$ cat src/logic/serial_port_consts.vh
// Constants shared by the converter serial port and its result buffer.
`ifndef SERIAL_PORT_CONSTS_VH
`define SERIAL_PORT_CONSTS_VH
// Command word layout, first bit shifted in is bit 7.
`define CMD_START_BIT 7
`define CMD_SEL_HI 6
`define CMD_SEL_LO 4
`define CMD_RW_BIT 3
// Register select codes.
`define SEL_COMMAND 3'h0
`define SEL_SPECIAL 3'h3
`define SEL_RESULT 3'h7
// Configuration register reset value.
`define CFG_RESET 8'h00
// Raw bitstream select bit inside the special function register.
`define RAW_SEL_BIT 0
// Scan enable bit inside global setup register 1.
`define SCAN_BIT 0
// Filter/clock field of transfer register 1 that stretches the ready blank.
`define BLANK_HI 1
`define BLANK_LO 0
`define BLANK_BASE 8'h04
// Bit counts of the serial frames.
`define REG_BITS 5'h08
`define RESULT_BITS 5'h18
`define ONES_TO_RESET 6'h20
// Padding below the channel tag in the result word.
`define RESULT_PAD 3'h0
`define NO_TAG 3'h0
`endif

$ cat src/logic/adc_serial_port_signalling.v
// Serial host port of a sigma-delta converter with its result buffer.
// Summary of operation
// - Drive word-ready low once a fresh result sits in the result register.
// - Release word-ready high when the host has shifted out a whole result word.
// - Unread result replaced: pulse word-ready high, length set by filter/clock bits.
// - Raw-bitstream select set: serial output carries the modulator bitstream.
// - Raw-bitstream select set: word-ready becomes the output bit strobe.
// - Reads shift out command, setup, transfer or result register from a shift register.
// - Input bits collect in a shift register, then go to the selected register.
// - Serial clock may run continuously or in bursts.
// - With chip select framing, clock idle level at select fall sets active edge.
// - While scanning, each result word carries the producing channel tag.
// - Each transaction starts with a command write opening with a 0 start bit.
// - Three select bits pick one of eight registers, 0 command, 7 result.
// - Thirty-two consecutive ones return the port to awaiting a command.
// - The port responds only while chip select is low.
`timescale 1ns/1ns
`default_nettype none
`include "serial_port_consts.vh"

////////////////////////////////////////////////////////////////////////////////
// Result buffer: flip-flop FIFO between the converter and the result register.
module result_fifo #(
  parameter W = 21,
  parameter D = 8,
  parameter AW = 3
) (
  input wire clk_i,
  input wire rst_n_i,
  input wire in_valid_i,
  input wire [W-1:0] in_data_i,
  output wire in_ready_o,
  output wire out_valid_o,
  output wire [W-1:0] out_data_o,
  input wire out_ready_i
);
  reg [W-1:0] mem_reg [0:D-1];
  reg [AW-1:0] wr_reg;
  reg [AW-1:0] rd_reg;
  reg [AW:0] count_reg;
  wire push;
  wire pop;
  // Full and empty come straight from the fill count.
  assign in_ready_o = (count_reg != D[AW:0]);
  assign out_valid_o = (count_reg != {(AW+1){1'b0}});
  assign out_data_o = mem_reg[rd_reg];
  assign push = in_valid_i & in_ready_o;
  assign pop = out_valid_o & out_ready_i;
  // Storage is written only on a push, so it needs no reset.
  always @(posedge clk_i) begin
    if (push) begin
      mem_reg[wr_reg] <= in_data_i;
    end
  end
  // Pointers wrap at the depth, which need not be a power of two.
  always @(posedge clk_i or negedge rst_n_i) begin
    if (!rst_n_i) begin
      wr_reg <= {AW{1'b0}};
      rd_reg <= {AW{1'b0}};
      count_reg <= {(AW+1){1'b0}};
    end else begin
      if (push) begin
        wr_reg <= (wr_reg == D[AW-1:0] - 1'b1) ? {AW{1'b0}} : wr_reg + 1'b1;
      end
      if (pop) begin
        rd_reg <= (rd_reg == D[AW-1:0] - 1'b1) ? {AW{1'b0}} : rd_reg + 1'b1;
      end
      count_reg <= count_reg + {{AW{1'b0}}, push} - {{AW{1'b0}}, pop};
    end
  end
endmodule

////////////////////////////////////////////////////////////////////////////////
// Serial port top level.
module adc_serial_port_signalling #(
  parameter RES_W = 18,
  parameter FIFO_DEPTH = 8,
  parameter FIFO_AW = 3
) (
  input wire clk_i,
  input wire resetn_i,
  input wire cs_n_i,
  input wire sclk_i,
  input wire din_i,
  output wire dout_o,
  output wire dout_oe_o,
  output wire int_n_o,
  input wire conv_valid_i,
  input wire [RES_W-1:0] conv_result_i,
  input wire [2:0] conv_chan_i,
  output wire conv_ready_o,
  input wire mod_bit_i,
  input wire mod_strobe_i,
  output wire [7:0] setup1_o,
  output wire [7:0] setup2_o,
  output wire [7:0] special_o,
  output wire [7:0] xfer1_o,
  output wire [7:0] xfer2_o,
  output wire [7:0] xfer3_o
);
  localparam ST_CMD = 2'h0;
  localparam ST_WR = 2'h1;
  localparam ST_RD = 2'h2;
  localparam FW = RES_W + 3;
  localparam SW = RES_W + 6;

  reg rst_a_reg;
  reg rst_n;
  reg [2:0] cs_sync_reg;
  reg [2:0] sclk_sync_reg;
  reg [1:0] din_sync_reg;
  reg cpol_reg;
  reg [1:0] state_reg;
  reg [4:0] cnt_reg;
  reg [5:0] ones_reg;
  reg [6:0] in_shift_reg;
  reg [7:0] command_word_register;
  reg [7:0] cfg_reg [1:6];
  reg [SW-1:0] out_shift_reg;
  reg [4:0] rd_len_reg;
  reg rd_result_reg;
  reg dout_reg;
  reg read_done_reg;
  reg [SW-1:0] result_reg;
  reg drdy_reg;
  reg [7:0] blank_reg;
  wire cs_s;
  wire sclk_s;
  wire din_s;
  wire cs_fall;
  wire sclk_rise;
  wire sclk_fall;
  wire sample_e;
  wire launch_e;
  wire [7:0] cmd_word;
  wire [2:0] sel;
  wire raw_bitstream_select;
  wire scan_on;
  wire fifo_valid;
  wire [FW-1:0] fifo_data;
  wire fifo_pop;
  integer i;

  // Reset is asserted at once and released through two flip-flops.
  always @(posedge clk_i or negedge resetn_i) begin
    if (!resetn_i) begin
      rst_a_reg <= 1'b0;
      rst_n <= 1'b0;
    end else begin
      rst_a_reg <= 1'b1;
      rst_n <= rst_a_reg;
    end
  end

  // Pin synchronisers; the third stage of select and clock only feeds edge detection.
  always @(posedge clk_i or negedge rst_n) begin
    if (!rst_n) begin
      cs_sync_reg <= 3'h7;
      sclk_sync_reg <= 3'h7;
      din_sync_reg <= 2'h3;
    end else begin
      cs_sync_reg <= {cs_sync_reg[1:0], cs_n_i};
      sclk_sync_reg <= {sclk_sync_reg[1:0], sclk_i};
      din_sync_reg <= {din_sync_reg[0], din_i};
    end
  end

  assign cs_s = cs_sync_reg[1];
  assign sclk_s = sclk_sync_reg[1];
  assign din_s = din_sync_reg[1];
  assign cs_fall = cs_sync_reg[2] & ~cs_s;
  // Edges are found by sampling, so the serial clock may stop between bursts.
  assign sclk_rise = ~sclk_sync_reg[2] & sclk_s;
  assign sclk_fall = sclk_sync_reg[2] & ~sclk_s;
  // Idle high samples on rising and launches on falling; idle low swaps them.
  assign sample_e = ~cs_s & (cpol_reg ? sclk_rise : sclk_fall);
  assign launch_e = ~cs_s & (cpol_reg ? sclk_fall : sclk_rise);
  assign cmd_word = {in_shift_reg, din_s};
  assign sel = cmd_word[`CMD_SEL_HI:`CMD_SEL_LO];
  assign raw_bitstream_select = cfg_reg[`SEL_SPECIAL][`RAW_SEL_BIT];
  assign scan_on = cfg_reg[1][`SCAN_BIT];
  assign setup1_o = cfg_reg[1];
  assign setup2_o = cfg_reg[2];
  assign special_o = cfg_reg[3];
  assign xfer1_o = cfg_reg[4];
  assign xfer2_o = cfg_reg[5];
  assign xfer3_o = cfg_reg[6];

  ////////////////////////////////////////////////////////////////////////////////
  // Serial engine: command decode, register writes and reads.
  always @(posedge clk_i or negedge rst_n) begin
    if (!rst_n) begin
      cpol_reg <= 1'b1;
      state_reg <= ST_CMD;
      cnt_reg <= 5'h00;
      ones_reg <= 6'h00;
      in_shift_reg <= 7'h00;
      command_word_register <= `CFG_RESET;
      for (i = 1; i < 7; i = i + 1) begin
        cfg_reg[i] <= `CFG_RESET;
      end
      out_shift_reg <= {SW{1'b0}};
      rd_len_reg <= `REG_BITS;
      rd_result_reg <= 1'b0;
      dout_reg <= 1'b1;
      read_done_reg <= 1'b0;
    end else begin
      read_done_reg <= 1'b0;
      if (cs_s) begin
        // Deselected: the frame is abandoned and the next one starts with a command.
        state_reg <= ST_CMD;
        cnt_reg <= 5'h00;
        ones_reg <= 6'h00;
      end else begin
        if (cs_fall) begin
          cpol_reg <= sclk_s;
        end
        if (launch_e && state_reg == ST_RD) begin
          dout_reg <= out_shift_reg[SW-1];
          out_shift_reg <= {out_shift_reg[SW-2:0], 1'b0};
        end
        if (sample_e) begin
          ones_reg <= din_s ? ones_reg + 6'h01 : 6'h00;
          if (din_s && ones_reg == `ONES_TO_RESET - 6'h01) begin
            // Interface reset leaves every register untouched.
            state_reg <= ST_CMD;
            cnt_reg <= 5'h00;
            ones_reg <= 6'h00;
          end else begin
            case (state_reg)
              ST_CMD: begin
                // Ones while idle are ignored until a 0 start bit arrives.
                if (cnt_reg != 5'h00 || !din_s) begin
                  in_shift_reg <= {in_shift_reg[5:0], din_s};
                  cnt_reg <= cnt_reg + 5'h01;
                end
                if (cnt_reg == `REG_BITS - 5'h01) begin
                  cnt_reg <= 5'h00;
                  command_word_register <= cmd_word;
                  if (cmd_word[`CMD_RW_BIT]) begin
                    // Reads are refused while the raw bitstream owns the output.
                    if (!raw_bitstream_select) begin
                      state_reg <= ST_RD;
                      rd_result_reg <= (sel == `SEL_RESULT);
                      rd_len_reg <= (sel == `SEL_RESULT) ? `RESULT_BITS : `REG_BITS;
                      if (sel == `SEL_RESULT) begin
                        out_shift_reg <= result_reg;
                      end else if (sel == `SEL_COMMAND) begin
                        out_shift_reg <= {drdy_reg, cmd_word[6:0], {(SW-8){1'b0}}};
                      end else begin
                        out_shift_reg <= {cfg_reg[sel], {(SW-8){1'b0}}};
                      end
                    end
                  end else if (sel != `SEL_COMMAND && sel != `SEL_RESULT) begin
                    state_reg <= ST_WR;
                  end
                end
              end
              ST_WR: begin
                in_shift_reg <= {in_shift_reg[5:0], din_s};
                cnt_reg <= cnt_reg + 5'h01;
                if (cnt_reg == `REG_BITS - 5'h01) begin
                  cfg_reg[command_word_register[`CMD_SEL_HI:`CMD_SEL_LO]] <= cmd_word;
                  cnt_reg <= 5'h00;
                  state_reg <= ST_CMD;
                end
              end
              ST_RD: begin
                cnt_reg <= cnt_reg + 5'h01;
                if (cnt_reg == rd_len_reg - 5'h01) begin
                  read_done_reg <= rd_result_reg;
                  cnt_reg <= 5'h00;
                  state_reg <= ST_CMD;
                end
              end
              default: begin
                state_reg <= ST_CMD;
                cnt_reg <= 5'h00;
              end
            endcase
          end
        end
      end
    end
  end

  ////////////////////////////////////////////////////////////////////////////////
  // Result register and word-ready flag.
  // The buffer stalls while a result is being shifted out, so the word in flight is
  // never torn; conversions then back up into the buffer and finally the source.
  assign fifo_pop = fifo_valid & ~(state_reg == ST_RD && rd_result_reg);
  result_fifo #(
    .W(FW),
    .D(FIFO_DEPTH),
    .AW(FIFO_AW)
  ) u_fifo (
    .clk_i(clk_i),
    .rst_n_i(rst_n),
    .in_valid_i(conv_valid_i),
    .in_data_i({conv_result_i, conv_chan_i}),
    .in_ready_o(conv_ready_o),
    .out_valid_o(fifo_valid),
    .out_data_o(fifo_data),
    .out_ready_i(fifo_pop)
  );
  // A new result sets the flag even in the cycle a finished read clears it.
  always @(posedge clk_i or negedge rst_n) begin
    if (!rst_n) begin
      result_reg <= {SW{1'b0}};
      drdy_reg <= 1'b0;
      blank_reg <= 8'h00;
    end else begin
      if (blank_reg != 8'h00) begin
        blank_reg <= blank_reg - 8'h01;
      end
      if (read_done_reg) begin
        drdy_reg <= 1'b0;
      end
      if (fifo_pop) begin
        result_reg <= {fifo_data[FW-1:3], scan_on ? fifo_data[2:0] : `NO_TAG, `RESULT_PAD};
        drdy_reg <= 1'b1;
        if (drdy_reg && !read_done_reg) begin
          blank_reg <= `BLANK_BASE << cfg_reg[4][`BLANK_HI:`BLANK_LO];
        end
      end
    end
  end

  ////////////////////////////////////////////////////////////////////////////////
  // Pin outputs. The output is driven only during reads or in raw mode.
  assign dout_o = raw_bitstream_select ? mod_bit_i : dout_reg;
  assign dout_oe_o = ~cs_s & (raw_bitstream_select | (state_reg == ST_RD));
  // Low means a result waits; high signals activity, when the host must not read.
  assign int_n_o = raw_bitstream_select ? mod_strobe_i : (~drdy_reg | (blank_reg != 8'h00));
endmodule
`default_nettype wire

$ cat config.mk
export PLATFORM = sky130hd
export DESIGN_NAME = adc_serial_port_signalling
export DESIGN_NICKNAME = d
export VERILOG_FILES = /design/src/logic/adc_serial_port_signalling.v
export VERILOG_INCLUDE_DIRS = /design/src /design/src/logic
export SDC_FILE = /design/constraint.sdc
export NUM_CORES = 1
export LEC_CHECK = 0
export BUFFER_PORTS_ARGS = -buffer_cell sky130_fd_sc_hd__buf_2
export CORE_ASPECT_RATIO = 1.5
export CORE_MARGIN = 4
export CORE_UTILIZATION = 30
export CTS_BUF_LIST = sky130_fd_sc_hd__clkbuf_16
export DETAILED_ROUTE_END_ITERATION = 7
export GPL_TIMING_DRIVEN = 0
export SLEW_MARGIN = 20
export SYNTH_ARGS = -nofsm -noshare
export SYNTH_HDL_FRONTEND = slang
export SYNTH_SLANG_ARGS = --single-unit
$ cat constraint.sdc
create_clock -name clk_i -period 13.2 [get_ports clk_i]
set_input_delay 1.32 -clock clk_i [delete_from_list [all_inputs] [get_ports clk_i]]
set_output_delay 1.32 -clock clk_i [all_outputs]
set_load 0.02 [all_outputs]
; Word level (Yosys, flattened, before mapping)
; Memories as Yosys holds them, arrays and structs flattened.
; Cells that the tools add are included.
[word_totals]
latchBits = 0
mem_bits_rw = 168
word_cells = 163
input_bits = 29
memories = 1
out_inout_bits = 52
reg_bits = 158
mem_bits_ro = 0
[op_classes]
eq_ne = 17
magnitude_cmp = 3
mul = 0
n_bitwise = 20
muxes = 59
add_sub_neg = 8
n_div = 0
n_shift = 1
reduce_logical = 26
[memory_table]
columns = name, words, word_bits, rd, rd_ports_with_merged_regs, write_ports, line_no
row1 = u_fifo.mem_reg, 8, 21, 1, 0, 1, adc_serial_port_signalling.v:37  ; reg [W-1:0] mem_reg [0:D-1];
[ops]
columns = operator, n
row1 = $mux 24, 9
row2 = $bwmux 48, 1
row3 = $mux 8, 6
row4 = $mux 5, 8
row5 = $bmux 8 s3, 1
row6 = $demux 8 s3, 1
row7 = $mux 6, 4
row8 = $mux 2, 9
row9 = $ne 4x4->1 const B, 4
row10 = $ne 5x5->1 const B, 3
row11 = $pmux 5 s3, 1
row12 = $reduce_and 5->1, 3
row13 = $pmux 7 s2, 1
row14 = $mux 1, 13
row15 = $and 1x1->1, 9
row16 = $eq 3x3->1 const B, 3
row17 = $mux 3, 3
row18 = $ge 4x4->1 const B, 2
row19 = $not 3->4, 2
row20 = $reduce_bool 8->1, 1
row21 = $shl 3x2->8 const A, 1
row22 = $sub 8x1->8 const B, 1
row23 = $mux 7, 1
row24 = $not 1->1, 7
row25 = 28 further kinds, 40

; Depth between registers and ports, before layout
; Gate-level depths: netlist of run 1.
[depth]
depth_word = 12
ltp_mapped = 12
ltp_nobuf = 11

; Modules after synthesis
; Synthesis of run 1 repeated with hierarchy kept, for this count alone.
[hier_totals]
hier_cells = 834
hier_area_um2 = 13708.1
[modules_own_cells]
columns = mod, seq_area_each_um2, cells_each, instances, area_each_um2
row1 = result_fifo, 5295.1, 301, 1, 7086.8
row2 = adc_serial_port_signalling, 3490.8, 533, 1, 6621.4

; Least setup slack after synthesis of run 1
; No wires, ideal clock.
[synth_timing]
path_kind = input -> register
start = input port conv_valid_i
end = memory u_fifo.mem_reg[0][0], enable pin
n_path_buf = 0
arrival_ps = 3539
setup_slack_ps = 9209
setup_ps = 453
stages = 2
required_time_ps = 12747
cell_sequence = nand2_1 nor4_1
[synth_via]
elab_chain_cells = 3
[synth_rtl]
columns = element, line_no
row1 = "start, declared", adc_serial_port_signalling.v:88  ; input wire conv_valid_i,
row2 = $and 1x1->1, adc_serial_port_signalling.v:47  ; assign push = in_valid_i & in_ready_o;
row3 = $mux 1, adc_serial_port_signalling.v:51  ; if (push) begin
row4 = $mux 1 (not written as such), adc_serial_port_signalling.v:52  ; mem_reg[wr_reg] <= in_data_i;
row5 = "end, declared", adc_serial_port_signalling.v:37
; Every way passes these cells.

; Final worst setup path of run 1
[layout_timing]
start = register cs_sync_reg[1]
end = output port dout_oe_o
[layout_via]
elab_chain_cells = 2
[layout_rtl]
columns = element, line_no
row1 = "start, declared", adc_serial_port_signalling.v:109  ; reg [2:0] cs_sync_reg;
row2 = "start signal, assigned", adc_serial_port_signalling.v:162  ; cs_sync_reg <= {cs_sync_reg[1:0], cs_n_i};
row3 = $not 1->1 (no source line), -
row4 = $and 1x1->1, adc_serial_port_signalling.v:332  ; assign dout_oe_o = ~cs_s & (raw_bitstream_select | (state_reg == ST_RD));
row5 = "end, declared", adc_serial_port_signalling.v:86  ; output wire dout_oe_o,
; Every way passes these cells.

==> results of run 1 <==
==> kinds of logic after synthesis <==
kind of cell	after synthesis	synth area share
xor gates and xnor gates	10	0.00657
AOI/OAI and AO/OA	127	0.0655
other	1	0.000281
adders and majority gates	16	0.0156
buffers and inverters	66	0.0201
muxes	141	0.161
and+or+nand+nor	180	0.0715
DFF	317	0.659
==> cell type report <==
class / instances / area (um2)
antenna: 2 / 5.00
fill: 4190 / 28200
multi-input combinational: 475 / 4320
clock buffer: 31 / 776
timing repair buffer: 102 / 648
clock inverter: 26 / 154
tap: 576 / 721
sequential: 317 / 8790
inverter: 20 / 75.1
buffer: 46 / 193
==> layout by cell type, fill, tap and decap left out, types with 6 or more instances in the layout <==
cell type    n
inv_1       23
mux4_2      50
nor3_1       7
o21ai_0     19
buf_4       12
nand3_1      7
mux2_2      55
xor2_1       6
buf_2       88
clkbuf_16   31
nor2_1      34
mux2i_1     28
a21o_1       9
edfxtp_1   168
ha_1        15
dfrtp_1    138
nor3_2       6
or3_1        6
a221o_1     24
nand2_1     66
dfstp_2     10
a21oi_1     45
clkbuf_1    36
nor3b_1      7
clkinv_1    11
nand3b_1     7
mux2_4       8
nand2b_1     6
==> worst min path at each step <==
stage                   start             endpoint  cells after the start
floorplan           rst_a_reg                rst_n                      0
global placement    rst_a_reg                rst_n                      0
detailed placement      rst_n  u_fifo.count_reg[3]                      0
CTS                     rst_n  u_fifo.count_reg[3]                      0
global route            rst_n  u_fifo.count_reg[3]                      0
finish                  rst_n  u_fifo.count_reg[2]                      0
==> through the flow <==
step | worst slack, ns | power, mW | std cells
2_1_floorplan | 8.76 | 1.78 | 858
3_3_place_gp | 6.75 | 1.99 | 1514
3_5_place_dp | 9.97 | 2.03 | 1536
4_1_cts | 9.57 | 2.86 | 1593
5_1_grt | 9.47 | 2.98 | 1594
6_report | 9.58 | 2.82 | 1595
==> report_power, final <==
| part | total (mW) | switching (mW) | leakage [nW] | internal, mW |
|---|---|---|---|---|
| registers | 1.26 | 0.0704 | 3.48 | 1.19 |
| clock network | 0.818 | 0.373 | 0.462 | 0.445 |
| logic | 0.735 | 0.412 | 2.29 | 0.322 |
| total | 2.82 | 0.856 | 6.23 | 1.96 |
==> per-layer routing <==
layer,share of wire,track usage,wire (um),vias to the layer above
met5,0.0015,0,46,-
met4,0.023,0.0366,719,6
met3,0.036,0.0183,1090,49
met2,0.54,0.238,16700,165
met1,0.39,0.149,12100,4027
li1,-,-,-,3553
==> metrics.txt, run 1 <==
routability cong.=roughly 0.81; Num CTS Buffers=31; Die X=around 180 um; Vias=7800; mapped cell area=approximately 13000 um2; DR vias/cell=around 5; Hold Vio Cnt, Final=0; Port Buffers=80; Final Skew=~0.0085 ns; share of cells above drive strength 1=0.294; DRT Wirelength=30700 um; startpoint class of the critical path=flip-flop; Area after DPL=14700 um2; setup_tns=0 ns; Worst-path clk slew=0.07 ns; Layout area overhead=17.7%; CP Cell Sequence=clkbuf_1, clkbuf_1, nor2_1, buf_2; grt ovf=0; Commonest cells post-synth=168 x edfxtp_1, 139 x dfrtp_1, 66 x nand2_1, 55 x mux2_2, 50 x mux4_2; Worst Setup End Kind=output pin; Skew-Pair Late Insertion Delay=around 0.56 ns; Crit Reg-Reg Startpoint=state_reg[1]; TritonCTS Sinks=between 300 and 400; Slowest cell on crit path=dfstp_2; Worst Path Max Fanout=10; Crit path required time=between 10 and 15 ns; LEAKAGE=between 6 and 7 nW; root buf cell=clkbuf_16; critical path's top delay family=buffers and inverters; vias in the first global route=approximately 8100; Synth Register Bits=~320; final period utilization=0.274; DIE AREA=~48000 um2; Slew Limit Fails=0; Cell variety after synth=66; Post CTS Setup Buffer Count=0; die height=about 270 um; Initial Util=0.304; fmax=276 MHz; row count=94; Power Density=about 180 nW/um2; post-synth top area cell=edfxtp_1; H-tree levels=1; core area=around 44000 um2; worst r2r path cells=10; Max clock buf depth=3; Post-synth EDFFs=~170; last element of the critical path=dout_oe_o; CTS tree=built; Crit Path Category=flip-flop to output pin; HP Class=flip-flop to asynchronous set/reset pin; FF-to-FF End=u_fifo.count_reg[2]; Mapped Nets=between 900 and 1000; share of the synthesized area in the top cell type=0.379; number of gates resized after CTS=0; crit path buf inv count=3; worst slew pin tran=between 0.9 and 1 ns; initial antenna violation count=5; Hold-fix buffers, CTS=0; Final Core Density=0.357; MaxCap Viol Count=0; hold_ws=0.245 ns; Syn Area/Cell=between 15 and 20 um2; count of final setup violators=0; unrepaired setup endpoints after global routing=no; Worst path max stage delay=about 0.53 ns; ys async rst share=0.470; Top cell by count, worst path=clkbuf_1; Global Route Usage Sum=0.126; Critical Path Start=cs_sync_reg[1]; design area=about 16000 um2; Tmin final=about 3.6 ns; Ys Warns=0; 1st-iter DRT viols=between 500 and 600; Gate Count Post-Synth=between 800 and 900; register area share after synthesis=0.659; CP arrival=between 2 and 2.5 ns; routed length per instance=19.2 um; Rel. slew slack=0.354; max reg flops=~170; Ports=between 80 and 90; status=finished clean; peak supply drop=approximately 0.095 mV; r2r setup slk=approximately 10 ns; commonest register cell after synthesis=edfxtp_1; most common cell in the netlist=edfxtp_1; first-pass GRT wire length=48300 um; Post-DP HPWL=between 20000 and 25000 um; Nets=1038; largest net degree at the start of global routing=53; Antenna Nets Post-Route=0; Initial DRT Pass Iterations=5; synth top area cells=edfxtp_1 38%, dfrtp_1 26%, mux4_2 8.5%; Residual DRC=0; CP Depth=4
Power figures use the tool's default switching activity.
==> run 2: changes to the inputs <==
==> constraint.sdc (replaced) <==
create_clock -name clk_i -period 3.7 [get_ports clk_i]
set_input_delay 0.37 -clock clk_i [delete_from_list [all_inputs] [get_ports clk_i]]
set_output_delay 0.37 -clock clk_i [all_outputs]
set_load 0.02 [all_outputs]
==> run 2 against run 1 <==
  * Largest power group unchanged
  * Combinational power grew to 3.6 times the previous value
  * Non-clock buffer count is 2 higher
  * Register-to-register slack worse by 9.6 ns
  * Core utilization is 0.40 points higher
  * Design area is 1.1% higher
==> metrics.txt, run 2 (same netlist as run 1, synthesis figures left out) <==
largest net degree at the start of global routing=57 (was 53); Hold EP=u_fifo.mem_reg[7][14]; Ports=81 (unchanged); Total Power=10.5 mW (was 2.82 mW); worst r2r path cells=10 (unchanged); most frequent cells in the layout=168 x edfxtp_1, 138 x dfrtp_1, 86 x buf_2, 66 x nand2_1, 55 x mux2_2 (was 168 x edfxtp_1, 138 x dfrtp_1, 88 x buf_2, 66 x nand2_1, 55 x mux2_2); CTS tree=built (unchanged); Global Route Usage Sum=0.125 (was 0.126); MaxCap Viol Count=0 (unchanged); Num CTS Buffers=30 (was 31); 1st-iter DRT viols=469 (was 522); die height=266 um (unchanged); number of gates resized after CTS=0 (unchanged); Slew Limit Fails=0 (unchanged); Sw Pwr=3.07 mW (was 0.856 mW); share of cells above drive strength 1=0.299 (was 0.294); Worst Setup End Kind=flip-flop (was output pin); LEAKAGE=6.30 nW (was 6.23 nW); root buf cell=clkbuf_16 (unchanged); DIE AREA=47900 um2 (unchanged); DRT Wirelength=30400 um (was 30700 um); Final Skew=0.0118 ns (was 0.00852 ns); CP Cell Sequence=clkbuf_1, nand3b_1, nand2_1, clkinv_1, clkbuf_1, ha_1, inv_1, ha_1, fa_1, xor2_1 (was clkbuf_1, clkbuf_1, nor2_1, buf_2); initial antenna violation count=3 (was 5); Crit Reg-Reg Startpoint=state_reg[1] (unchanged); Worst-path clk slew=0.07 ns (about the same); count of final setup violators=0 (unchanged); critical path's top delay family=adder cells (was buffers and inverters); vias in the first global route=8111 (was 8129); Crit path required time=4.15 ns (was 11.88 ns); Initial Util=0.304 (unchanged); r2r setup slk=0.52 ns (was 10.12 ns); core area=43900 um2 (unchanged); setup_tns=0 ns (unchanged); Slowest cell on crit path=fa_1 (was dfstp_2); startpoint class of the critical path=flip-flop (unchanged); Max clock buf depth=3 (unchanged); switch share=0.294 (was 0.304); CP arrival=3.64 ns (was 2.30 ns); row count=94 (unchanged); unrepaired setup endpoints after global routing=no (unchanged); final period utilization=0.860; Vias=7715 (was 7800); combinational power share=0.249 (was 0.261); dpl ws=0.515 ns (was 9.97 ns); Skew-Pair Late Insertion Delay=0.57 ns (was 0.56 ns); Power Density=660 nW/um2 (was 180 nW/um2); final worst slack=0.518 ns (was 9.58 ns); first-pass GRT wire length=47900 um (was 48300 um); Residual DRC=0 (unchanged); Clock Power Share=0.319 (was 0.291); Hold Vio Cnt, Final=0 (unchanged); Initial DRT Pass Iterations=4 (was 5); fmax=between 300 and 400 MHz; Layout area overhead=19.0% (was 17.7%); peak supply drop=0.397 mV (was 0.0948 mV); Die X=180 um (unchanged); Tmin final=3.18 ns; commonest non-fill, non-tap cell in the layout=edfxtp_1 (unchanged); FF-to-FF End=u_fifo.count_reg[2] (unchanged); grt ovf=0 (unchanged); Hold-fix buffers, CTS=4 (was 0); Worst Path Max Fanout=10 (unchanged); crit path buf inv count=4 (was 3); Port Buffers=80 (unchanged); internal power=7.39 mW (was 1.96 mW); TritonCTS Sinks=317 (unchanged); Rel. slew slack=0.360 (was 0.354); DR vias/cell=4.84 (was 4.89); Post-DP HPWL=21400 um (was 21900 um); HP Class=input pin to flip-flop (was flip-flop to asynchronous set/reset pin); dpl cells=1534 (was 1536); Worst path max stage delay=0.41 ns (was 0.53 ns); H-tree levels=1 (unchanged); share of power burned in registers=0.432 (was 0.449); Final Non-Filler Cells=1595 (unchanged); Crit Path Category=flip-flop to flip-flop (was flip-flop to output pin); routability cong.=0.769 (was 0.810); max reg flops=168 (unchanged); worst slew pin tran=0.952 ns (was 0.964 ns); Hold Path Origin=conv_result_i[11]; Nets=1039 (was 1038); Antenna Nets Post-Route=0 (unchanged); Post CTS Setup Buffer Count=0 (unchanged); hold depth=1; routed length per instance=19.0 um (was 19.2 um); status=finished clean (unchanged)
==> run 2: cell types whose count changed in the layout (fill, tap and decap cells not counted), sizes merged, moves of 2 or more <==
cell         change
bufinv           +6
clkinv           -6
dlygate4sd3      +4
buf              -2
==> run 2: power groups by stage <==
stage                     sequential [mW]  combinational, mW  clock [mW]
after detailed placement             4.59               2.67           0
after floorplan                      4.51               1.85           0
after global routing                 4.57               2.91        3.56
after CTS                            4.52               2.68        3.42
after global placement               4.60               2.48           0
final                                4.52               2.61        3.34
==> run 2: worst max-delay path by stage <==
stage / start / to / slack [ns] / cells after the start
after global routing: state_reg[1] / u_fifo.count_reg[2] / 0.21 / 10
final: state_reg[1] / u_fifo.count_reg[2] / 0.52 / 10
after CTS: state_reg[1] / u_fifo.count_reg[2] / 0.51 / 10
after detailed placement: state_reg[1] / u_fifo.count_reg[2] / 0.51 / 10
after global placement: u_fifo.count_reg[2] / u_fifo.mem_reg[0][18] / -1.91 / 5
after floorplan: u_fifo.count_reg[2] / u_fifo.mem_reg[0][0] / 0.23 / 5
==> run 2: worst reg2reg max path: stages, from the launching register on <==
cell and delay, ns:
dfrtp_1 0.32, clkbuf_1 0.33, nand3b_1 0.20, nand2_1 0.36, clkinv_1 0.28, clkbuf_1 0.36
ha_1 0.39, inv_1 0.04, ha_1 0.22, fa_1 0.41, xor2_1 0.17
==> run 2: through the flow <==
stage / util / instance area [um2] / hold WS (ns)
4_1_cts: 0.361 / 15900 / 0.0404
3_3_place_gp: 0.329 / 14400 / 0.157
2_1_floorplan: - / 13300 / 0.0744
5_1_grt: 0.361 / 15900 / 0.0580
3_5_place_dp: 0.336 / 14700 / 0.156
6_report: 0.361 / 15900 / 0.0723
==> run 2: layout make-up <==
type,instances,area [um2]
antenna,1,2.50
multi-input combinational,475,4320
tap,576,721
clock inverter,26,327
timing repair buffer,104,678
buffer,46,193
inverter,20,75.1
fill,4145,28000
clock buffer,30,751
sequential,317,8790
==> run 2: layer usage <==
layer	vias up	wire [um]	global-route usage
li1	3555	-	-
met5	-	27	0
met2	127	16600	0.239
met4	4	569	0.0323
met1	3989	12100	0.149
met3	40	1070	0.0175
